$ cat src/core/rsc_consts.vh
`ifndef RSC_CONSTS_VH
`define RSC_CONSTS_VH
`define RSC_CFG_OFS        8'h00
`define RSC_STAT_OFS       8'h04
`define RSC_CAUSE_OFS      8'h08
`define RSC_CFG_ERASED     14'h3fff
`define RSC_CFG_IMPL       14'h007f
`define RSC_CFG_OSC_LSB    0
`define RSC_CFG_POWER_UP_TIMER_BIT   3
`define RSC_CFG_PIN_BIT    5
`define RSC_CFG_BOR_BIT    6
`define RSC_STAT_TO_BIT    0
`define RSC_STAT_PD_BIT    1
`define RSC_STAT_POR_BIT   2
`define RSC_STAT_BOR_BIT   3
`define RSC_STAT_RESET     4'h3
`define RSC_CAUSE_POR      6'h01
`define RSC_CAUSE_PIN_RUN  6'h02
`define RSC_CAUSE_PIN_SLP  6'h04
`define RSC_CAUSE_WDT_RST  6'h08
`define RSC_CAUSE_WDT_WAKE 6'h10
`define RSC_CAUSE_BOR      6'h20
`define RSC_CLK_MHZ        100
`define RSC_POWER_UP_TIMER_MS        72
`define RSC_CPU_START_NS   5000
`define RSC_FILTER_NS      200
`define RSC_OST_CYCLES     1024
`endif

$ cat src/core/rsc_reset_control.v
`timescale 1ns/1ps
`default_nettype none
`include "rsc_consts.vh"
module rsc_reset_control #(
    parameter integer POWER_UP_TIMER_CYCLES = `RSC_POWER_UP_TIMER_MS * `RSC_CLK_MHZ * 1000
)(
    // Clock, reset, enable
    input  wire        pclk,
    input  wire        presetn,
    input  wire        clk_en,
    // APB slave
    input  wire        psel,
    input  wire        penable,
    input  wire        pwrite,
    input  wire [7:0]  paddr,
    input  wire [31:0] pwdata,
    output reg  [31:0] prdata,
    output reg         pready,
    output reg         pslverr,
    // Pin and supply monitor
    input  wire        master_clear_pin,
    output reg         master_clear_pin_oe,
    input  wire        supply_ok,
    input  wire        brownout_detect,
    // Oscillator and CPU side
    input  wire        osc_tick,
    input  wire        sleep_mode,
    input  wire        watchdog_timeout,
    output reg         cpu_hold,
    output reg         reg_init,
    output reg         wake_resume,
    output reg         port_a_bit_five
);

    localparam integer CPU_CYC = (`RSC_CPU_START_NS * `RSC_CLK_MHZ + 999) / 1000;
    localparam integer FLT_CYC = (`RSC_FILTER_NS * `RSC_CLK_MHZ + 999) / 1000;

    localparam [3:0] S_RUN  = 4'b0001;
    localparam [3:0] S_POWER_UP_TIMER = 4'b0010;
    localparam [3:0] S_OST  = 4'b0100;
    localparam [3:0] S_HOLD = 4'b1000;

    function is_crystal;
        input [2:0] osc;
        begin
            is_crystal = (osc < 3'd3);
        end
    endfunction

    reg [13:0] cfg;
    reg [3:0]  stat;
    reg [5:0]  cause;
    reg [3:0]  state;
    reg [22:0] power_up_timer_cnt;
    reg [10:0] ost_cnt;
    reg [15:0] cpu_cnt;
    reg [7:0]  flt_cnt;
    reg        pin_meta;
    reg        pin_s;
    reg        sup_meta;
    reg        sup_s;
    reg        sup_q;
    reg        bo_meta;
    reg        bo_s;
    reg        bor_q;
    reg        pin_rst_q;
    reg        need_timers;
    reg        waking;

    wire       pin_mode   = cfg[`RSC_CFG_PIN_BIT];
    wire       power_up_timer_en    = ~cfg[`RSC_CFG_POWER_UP_TIMER_BIT];
    wire       xtal       = is_crystal(cfg[`RSC_CFG_OSC_LSB +: 3]);
    wire       bor_active = cfg[`RSC_CFG_BOR_BIT] & bo_s;
    wire       pin_rst    = pin_mode & (flt_cnt == FLT_CYC[7:0]);
    wire       por_ev     = sup_s & ~sup_q;
    wire       bor_ev     = bor_active & ~bor_q;
    wire       pin_ev     = pin_rst & ~pin_rst_q;
    wire       supply_bad = ~sup_s | bor_active;
    wire       wr         = psel & penable & pwrite & pready;
    wire [31:0] cfg_rd    = {18'h0, cfg | ~`RSC_CFG_IMPL};

    // Two-flop synchronisers for pin and monitor inputs
    always @(posedge pclk or negedge presetn)
    begin
        if (!presetn)
        begin
            pin_meta <= 1'b1;
            pin_s    <= 1'b1;
            sup_meta <= 1'b0;
            sup_s    <= 1'b0;
            bo_meta  <= 1'b0;
            bo_s     <= 1'b0;
        end
        else if (clk_en)
        begin
            pin_meta <= master_clear_pin;
            pin_s    <= pin_meta;
            sup_meta <= supply_ok;
            sup_s    <= sup_meta;
            bo_meta  <= brownout_detect;
            bo_s     <= bo_meta;
        end
    end

    // APB slave: no wait states, errors on unmapped addresses
    always @(posedge pclk or negedge presetn)
    begin
        if (!presetn)
        begin
            pready  <= 1'b0;
            pslverr <= 1'b0;
            prdata  <= 32'h0;
        end
        else if (clk_en)
        begin
            pready  <= psel & ~penable;
            pslverr <= 1'b0;
            if (psel & ~penable)
            begin
                case (paddr)
                    `RSC_CFG_OFS:   prdata <= cfg_rd;
                    `RSC_STAT_OFS:  prdata <= {28'h0, stat};
                    `RSC_CAUSE_OFS: prdata <= {26'h0, cause};
                    default:
                    begin
                        prdata  <= 32'h0;
                        pslverr <= 1'b1;
                    end
                endcase
            end
        end
    end

    // Configuration word
    always @(posedge pclk or negedge presetn)
    begin
        if (!presetn)
            cfg <= `RSC_CFG_ERASED;
        else if (clk_en && wr && paddr == `RSC_CFG_OFS)
            cfg <= (pwdata[13:0] & `RSC_CFG_IMPL) | ~`RSC_CFG_IMPL;
    end

    always @(posedge pclk or negedge presetn)
    begin
        if (!presetn)
            flt_cnt <= 8'h0;
        else if (clk_en)
        begin
            if (pin_s || !pin_mode)
                flt_cnt <= 8'h0;
            else if (flt_cnt != FLT_CYC[7:0])
                flt_cnt <= flt_cnt + 8'h1;
        end
    end

    always @(posedge pclk or negedge presetn)
    begin
        if (!presetn)
        begin
            port_a_bit_five     <= 1'b0;
            master_clear_pin_oe <= 1'b0;
        end
        else if (clk_en)
        begin
            port_a_bit_five     <= pin_mode ? 1'b0 : pin_s;
            master_clear_pin_oe <= 1'b0;
        end
    end

    // Status flags and cause; hardware events win over software writes
    always @(posedge pclk or negedge presetn)
    begin
        if (!presetn)
        begin
            stat  <= `RSC_STAT_RESET;
            cause <= `RSC_CAUSE_POR;
        end
        else if (clk_en)
        begin
            if (wr && paddr == `RSC_STAT_OFS)
            begin
                stat[`RSC_STAT_POR_BIT] <= pwdata[`RSC_STAT_POR_BIT];
                stat[`RSC_STAT_BOR_BIT] <= pwdata[`RSC_STAT_BOR_BIT];
            end
            if (por_ev)
            begin
                stat  <= `RSC_STAT_RESET;
                cause <= `RSC_CAUSE_POR;
            end
            else if (bor_ev)
            begin
                stat[`RSC_STAT_TO_BIT]  <= 1'b1;
                stat[`RSC_STAT_PD_BIT]  <= 1'b1;
                stat[`RSC_STAT_BOR_BIT] <= 1'b0;
                cause <= `RSC_CAUSE_BOR;
            end
            else if (pin_ev && sleep_mode && state == S_RUN)
            begin
                stat[`RSC_STAT_TO_BIT] <= 1'b1;
                stat[`RSC_STAT_PD_BIT] <= 1'b0;
                cause <= `RSC_CAUSE_PIN_SLP;
            end
            else if (pin_ev && state == S_RUN)
                cause <= `RSC_CAUSE_PIN_RUN;
            else if (watchdog_timeout && state == S_RUN)
            begin
                stat[`RSC_STAT_TO_BIT] <= 1'b0;
                stat[`RSC_STAT_PD_BIT] <= ~sleep_mode;
                cause <= sleep_mode ? `RSC_CAUSE_WDT_WAKE : `RSC_CAUSE_WDT_RST;
            end
        end
    end

    // Sequencer: hold, power-up timer, oscillator start-up, run
    always @(posedge pclk or negedge presetn)
    begin
        if (!presetn)
        begin
            state       <= S_HOLD;
            need_timers <= 1'b1;
            waking      <= 1'b0;
            power_up_timer_cnt    <= 23'h0;
            ost_cnt     <= 11'h0;
            cpu_cnt     <= 16'h0;
            sup_q       <= 1'b0;
            bor_q       <= 1'b0;
            pin_rst_q   <= 1'b0;
            cpu_hold    <= 1'b1;
            reg_init    <= 1'b1;
            wake_resume <= 1'b0;
        end
        else if (clk_en)
        begin
            sup_q       <= sup_s;
            bor_q       <= bor_active;
            pin_rst_q   <= pin_rst;
            wake_resume <= 1'b0;
            if (cpu_cnt != 16'h0)
                cpu_cnt <= cpu_cnt - 16'h1;
            if (supply_bad)
            begin
                state       <= S_HOLD;
                need_timers <= 1'b1;
                waking      <= 1'b0;
                cpu_hold    <= 1'b1;
                reg_init    <= 1'b1;
            end
            else if (pin_ev)
            begin
                if (state == S_RUN)
                    state <= S_HOLD;
                waking   <= 1'b0;
                cpu_hold <= 1'b1;
                reg_init <= 1'b1;
            end
            else
            begin
                case (state)
                    S_RUN:
                    begin
                        if (watchdog_timeout && sleep_mode)
                        begin
                            waking   <= 1'b1;
                            cpu_hold <= 1'b1;
                            cpu_cnt  <= CPU_CYC[15:0];
                            ost_cnt  <= 11'h0;
                            state    <= xtal ? S_OST : S_HOLD;
                        end
                        else if (watchdog_timeout)
                        begin
                            cpu_hold <= 1'b1;
                            reg_init <= 1'b1;
                            state    <= S_HOLD;
                        end
                    end
                    S_POWER_UP_TIMER:
                    begin
                        if (power_up_timer_cnt != 23'h0)
                            power_up_timer_cnt <= power_up_timer_cnt - 23'h1;
                        else
                        begin
                            ost_cnt <= 11'h0;
                            state   <= xtal ? S_OST : S_HOLD;
                        end
                    end
                    S_OST:
                    begin
                        if (ost_cnt == `RSC_OST_CYCLES)
                            state <= S_HOLD;
                        else if (osc_tick)
                            ost_cnt <= ost_cnt + 11'h1;
                    end
                    S_HOLD:
                    begin
                        if (need_timers)
                        begin
                            need_timers <= 1'b0;
                            cpu_cnt     <= CPU_CYC[15:0];
                            power_up_timer_cnt    <= power_up_timer_en ? POWER_UP_TIMER_CYCLES[22:0] : 23'h0;
                            state       <= S_POWER_UP_TIMER;
                        end
                        // run once pin and delays clear
                        else if (!pin_rst && cpu_cnt == 16'h0)
                        begin
                            state       <= S_RUN;
                            cpu_hold    <= 1'b0;
                            reg_init    <= 1'b0;
                            wake_resume <= waking;
                            waking      <= 1'b0;
                        end
                    end
                    default:
                    begin
                        state       <= S_HOLD;
                        need_timers <= 1'b1;
                    end
                endcase
            end
        end
    end

endmodule // rsc_reset_control
`default_nettype wire

$ cat config.mk
export PLATFORM = sky130hd
export DESIGN_NAME = rsc_reset_control
export DESIGN_NICKNAME = d
export VERILOG_FILES = /design/src/core/rsc_reset_control.v
export VERILOG_INCLUDE_DIRS = /design/src /design/src/core
export SDC_FILE = /design/constraint.sdc
export NUM_CORES = 1
export LEC_CHECK = 0
export ABC_AREA = 1
export BUFFER_PORTS_ARGS = -buffer_cell sky130_fd_sc_hd__buf_2
export CAP_MARGIN = 20
export CORE_MARGIN = 2
export CORE_UTILIZATION = 25
export CTS_CLUSTER_DIAMETER = 30
export CTS_CLUSTER_SIZE = 40
export DETAILED_ROUTE_END_ITERATION = 16
export PLACE_DENSITY = 0.47
export SLEW_MARGIN = 20
export SYNTH_ARGS = -nofsm -noshare
export SYNTH_HDL_FRONTEND = slang
export SYNTH_SLANG_ARGS = --single-unit
$ cat constraint.sdc
create_clock -name pclk -period 2.8 [get_ports pclk]
set_input_delay 0.28 -clock pclk [delete_from_list [all_inputs] [get_ports pclk]]
set_output_delay 0.28 -clock pclk [all_outputs]
set_load 0.005 [all_outputs]
# Word level (Yosys, flattened, before mapping)
# Index checks and enable logic that the tools add are counted.
# op_classes
add_sub_neg	4
magnitude_cmp	1
eq_ne	28
muxes	70
bitwise_logic	18
n_reduce_logical	39
# ops
cell	n
16-bit 2-to-1 mux	5
23-bit 2-to-1 mux	3
23-bit one-hot mux with 2 select lines	1
11-bit 2-to-1 mux	4
14-bit one-hot mux with 3 select lines	1
4-bit 2-to-1 mux	10
11-bit one-hot mux with 3 select lines	1
16-bit one-hot mux with 2 select lines	1
6-bit 2-to-1 mux	5
4-bit != test (second input constant)	7
1-bit 2-to-1 mux	25
23-bit nonzero test	1
23-bit by 1-bit subtractor with 23-bit output (second input constant)	1
6-bit AND reduction	3
16-bit zero test	1
8-bit 2-to-1 mux	2
4-bit one-hot mux with 4 select lines	1
16-bit nonzero test	1
16-bit by 1-bit subtractor with 16-bit output (second input constant)	1
2-bit 2-to-1 mux	6
11-bit by 1-bit adder with 11-bit output (second input constant)	1
11-bit == test (second input constant)	1
2-bit != test (second input constant)	5
2-bit AND reduction	5
other kinds (32)	68
# totals
ff_bits	128
in_bits	52
out_inout_bits	39
wordCells	188

# Logic depth before layout (Yosys ltp)
# logic_depth
depth_word	9
ltp_mapped	12
mapped_depth_nobuf	12

# Worst setup path after synthesis
# No wires, ideal clock.
# synth_path
kind	reg-to-reg
startpoint	reg power_up_timer_cnt[0]
endpoint	reg ost_cnt[2]
setup_time_ps	121
arrival_ps	1575
required_ps	2679
path_slack_ps	1104
path_stages_with_launch	13
n_path_buf	1
synth_period_minus_slack_ps	1696
cell_sequence	dfrtp_1 > inv_1 > ha_1 > nand2_2 > nor2_4 > nand3_4 > nand2_1 > nand2_1 > clkinv_1 > nand2_2 > buf_4 > nand2_1 > o21ai_1
# synth_between
elab_chain_cells	3
# synth_lines
element	line_no	source
start: declaration	rsc_reset_control.v:54	reg [22:0] power_up_timer_cnt;
start signal: assignment	rsc_reset_control.v:279	power_up_timer_cnt <= power_up_timer_cnt - 23'h1;
start signal: assignment	rsc_reset_control.v:299	power_up_timer_cnt <= power_up_timer_en ? POWER_UP_TIMER_CYCLES[22:0] : 23'h0;
23-bit nonzero test	rsc_reset_control.v:278	if (power_up_timer_cnt != 23'h0)
2-bit != test (no line)	--	
8-bit AND reduction (no line)	--	
end signal: assignment	rsc_reset_control.v:291	ost_cnt <= ost_cnt + 11'h1;
end: declaration	rsc_reset_control.v:55	reg [10:0] ost_cnt;
# Every way passes these cells.
# A chain may end at the register's enable or synchronous reset.

# Worst setup path after layout
# layout_path
startpoint	reg power_up_timer_cnt[0]
endpoint	reg ost_cnt[0]
# Same word-level chain as after synthesis.

==> out/results.md <==
| Item | Value | Unit |
|---|---|---|
| Layer with the highest usage after global routing | met2 | - |
| Initial DRC count | 299 | - |
| Initial Utilization | 25.4 | % |
| Post-detailed-placement half-perimeter wirelength | 10,900 | um |
| Biggest area consumer among synthesized cells | sky130_fd_sc_hd__dfrtp_1 | - |
| Combinational family with the most area after synthesis | simple AND/OR/NAND/NOR gates | - |
| Largest net degree at the start of global routing | 60 | - |
| Compound-gate portion of the synthesized area | 8.39 | % |
| Count of endpoints failing hold in the final timing report | 0 | - |
| Number of flops mapped to enable cells by yosys | 0 | - |
| Final period utilization | 74.4 | % |
| Total core area | 25,000 | um^2 |
| DR WL/cell | 12.2 | um |
| Actual transition at the worst max-transition pin | 0.686 | ns |
| Met2 Usage GRT | 18.6 | % |
| Die H | 163 | um |
| Average instance area after synthesis | 7.54 | um^2 |
| Number of max-cap violations | 0 | - |
| Global route overflow | 0 | - |
| Startpoint class of the critical path | register | - |
| Number of buffers added by the clock tree synthesis step | 9 | - |
| Unrepaired setup endpoints after global routing | no | - |
| Count of clock tree sinks | 104 | - |
| Met1 capacity usage during global routing | 16.7 | % |
| Number of nets with antenna violations after detailed routing | 0 | - |
| Cells taking the most area after synthesis | sky130_fd_sc_hd__dfrtp_1 35%, sky130_fd_sc_hd__nand2_1 15%, sky130_fd_sc_hd__dfstp_2 6.6% | - |
| Summed instance area of the synthesized netlist | 6350 | um^2 |
| H-tree levels | 3 | - |
| Iteration count of the initial detailed-routing pass | 4 | - |
| Overall routed net length | 14,800 | um |
| Peak VDD IR | 0.000277 | V |
| Synthesized-area fraction occupied by xor and xnor cells | 4.00 | % |
| PwrDens | 691 | nW/um^2 |
| Leak | 0.00336 | uW |
| Cell with the most instances after synthesis | sky130_fd_sc_hd__nand2_1 | - |
| Final Net Count | 942 | - |
| Growth of design area from synthesis to finish | 12.5 | % |
| Number of synthesis warnings | 0 | - |
| Number of instances in the synthesized netlist | 842 | - |
| Internal reg-to-reg setup slack | 0.72 | ns |
| Portion of the post-synthesis area used by sequential elements | 41.3 | % |
| Simple-gate portion of the synthesized area | 34.2 | % |
| Total setup violations reported at the end of the flow | 0 | - |
| Input/output buffers | 46 | - |
| Most frequent cells after synthesis | 248 x sky130_fd_sc_hd__nand2_1, 106 x sky130_fd_sc_hd__nor2_1, 88 x sky130_fd_sc_hd__dfrtp_1 | - |
| Mux cell area share after synthesis | 1.24 | % |
| Total routing resource utilization after global routing | 11.8 | % |
| Relative slew slack | 54.2 | % |
| Final Wtd Congestion | 0.803 | - |
| Max Slew Vio Count | 0 | - |
| Global-route wire length before repair | 25,500 | um |
| Setup TNS | 0 | ns |
| Detail-routed via count per cell | 4.25 | - |
| Standard-cell rows | 58 | - |
| Arrival @ worst endpoint | 2.32 | ns |
| Fraction of post-synthesis cell area in the top cell type by area | 34.7 | % |
| Critical Path End Type | register | - |
| Clock tree from TritonCTS | built | - |
| Cell at the root of the clock tree | sky130_fd_sc_hd__clkbuf_16 | - |
| Largest fanout on the critical path | 22 | - |
| IO Count | 91 | - |
| Die footprint | 26,700 | um^2 |
| Antenna fix cells | 0 | - |
| Primary FF master, synth | sky130_fd_sc_hd__dfrtp_1 | - |
| Remaining routing DRC violations | 0 | - |
| Number of global-route vias before repair | 5,091 | - |
| Chip Width | 163 | um |
| Worst clock skew | 0.0174 | ns |
| Clock period minus worst slack | 2.08 | ns |
| Final total power | 4940 | uW |
| Worst Hold Class | in -> reg | - |
| Status | complete, no violations | - |
| F_max | 0.480 | GHz |
| Number of buffers between clock root and the deepest sink | 2 | - |
| Adder-Cell Fraction of Synth Area | 1.38 | % |
| Clock-pin slew on the worst setup and hold paths | 0.08 | ns |
| Required time at the endpoint of the critical path | 3.03 | ns |
| Clock insertion delay at the later pin of the skew report | 0.36 | ns |
| Number of antenna violations at the first check in global routing | 0 | - |
| Proportion of layout cells with a drive suffix above 1 | 17.6 | % |
| Synthesized flop and latch total | 104 | - |
| Global routing met3 resource utilization | 2.13 | % |
| Fraction of registers with async set/reset | 100 | % |
| Total vias in the final route | 5,177 | - |
| Number of distinct library cell variants in the gate-level netlist after synthesis | 43 | - |
| Category of the critical setup timing path | reg -> reg | - |
## worst max-delay path, stage by stage, from the launching register on
cell                       delay, ns
sky130_fd_sc_hd__dfrtp_1        0.40
sky130_fd_sc_hd__inv_1          0.12
sky130_fd_sc_hd__ha_1           0.29
sky130_fd_sc_hd__nand2_2        0.14
sky130_fd_sc_hd__nor2_4         0.21
sky130_fd_sc_hd__nand3_4        0.11
sky130_fd_sc_hd__nand2_1        0.11
sky130_fd_sc_hd__nand2_1        0.06
sky130_fd_sc_hd__clkinv_1       0.05
sky130_fd_sc_hd__nand2_2        0.23
sky130_fd_sc_hd__nand2_1        0.17
sky130_fd_sc_hd__o21ai_2        0.06
## final timing paths
kind / start / endpoint / depth (start not counted)
max reg2reg: power_up_timer_cnt[0]$_DFFE_PN0P_ / ost_cnt[0]$_DFFE_PN0P_ / 11
min reg2reg: bo_meta$_DFFE_PN0P_ / bo_meta$_DFFE_PN0P_ / 2
max: power_up_timer_cnt[0]$_DFFE_PN0P_ / ost_cnt[0]$_DFFE_PN0P_ / 11
min in group asynchronous: presetn / power_up_timer_cnt[1]$_DFFE_PN0P_ / 2
min: master_clear_pin / pin_meta$_DFFE_PN1P_ / 3
max in group asynchronous: presetn / cpu_hold$_DFFE_PN1P_ / 3
## where the power goes
part | internal [uW] | switching (uW)
logic | 562 | 1020
registers | 1780 | 256
clock network | 641 | 673
## repair_timing
action	4_1_cts	5_1_grt
endpoints found under the hold margin	9	0
hold buffers	1	0
endpoints found under the setup margin	0	0
resized for setup	0	0
buffers inserted	0	0
## through the flow
stage / worst slack, ns / std cells / hold slack, ns / utilization (%) / instance area [um^2]
6_report: 0.716 / 1218 / 0.127 / 28.5 / 7150
5_1_grt: 0.483 / 1218 / 0.136 / 28.5 / 7150
4_1_cts: 0.697 / 1218 / 0.106 / 28.5 / 7150
3_5_place_dp: 0.724 / 1201 / 0.139 / 27.3 / 6830
3_3_place_gp: 0.752 / 1201 / 0.136 / 27.3 / 6830
2_1_floorplan: 1.10 / 860 / -0.0156 / - / 6420
## flip-flops by register name, indices dropped and copies added (netlist names), 4 cells and up
name                flops
cause                   6
power_up_timer_cnt     23
state                   4
flt_cnt                 8
cpu_cnt                16
stat                    4
ost_cnt                11
prdata                  8
cfg                     7
## area by class of cell
cell class	instances	area, um^2
clock buffer	9	225
inverter	82	308
sequential	104	2620
clock inverter	7	81.3
fill	2776	17900
multi-input combinational	633	3200
tap	330	413
timing repair buffer	53	300
## cells in the final DEF (no fill, tap or decap), types with 16 or more instances in the layout
cell                      instances
sky130_fd_sc_hd__conb_1          19
sky130_fd_sc_hd__nor2_1         106
sky130_fd_sc_hd__o21ai_2         16
sky130_fd_sc_hd__o21ai_1         17
sky130_fd_sc_hd__buf_2           45
sky130_fd_sc_hd__inv_1           76
sky130_fd_sc_hd__nand2_1        248
sky130_fd_sc_hd__o21ai_0         28
sky130_fd_sc_hd__dfrtp_1         88
sky130_fd_sc_hd__nand4_1         21
sky130_fd_sc_hd__xor2_1          23
sky130_fd_sc_hd__a21oi_1         18
sky130_fd_sc_hd__dfstp_2         16
sky130_fd_sc_hd__nand3_1         48
## per-layer routing
layer | wire length (um) | share of wire [%]
met2 | 6590 | 44
met3 | 342 | 2.3
met5 | 0 | 0
met1 | 7760 | 52
met4 | 130 | 0.88
## cells by family (layout without fill, tap and decap cells)
group	Yosys count	count (layout)
adders and majority gates	7	7
AOI/OAI and AO/OA	89	89
xor gates and xnor gates	29	29
and+or+nand+nor	482	482
buffers and inverters	123	151
muxes	7	7
other	1	19
DFF	104	104
No activity file was read; power rests on OpenSTA's default activity.
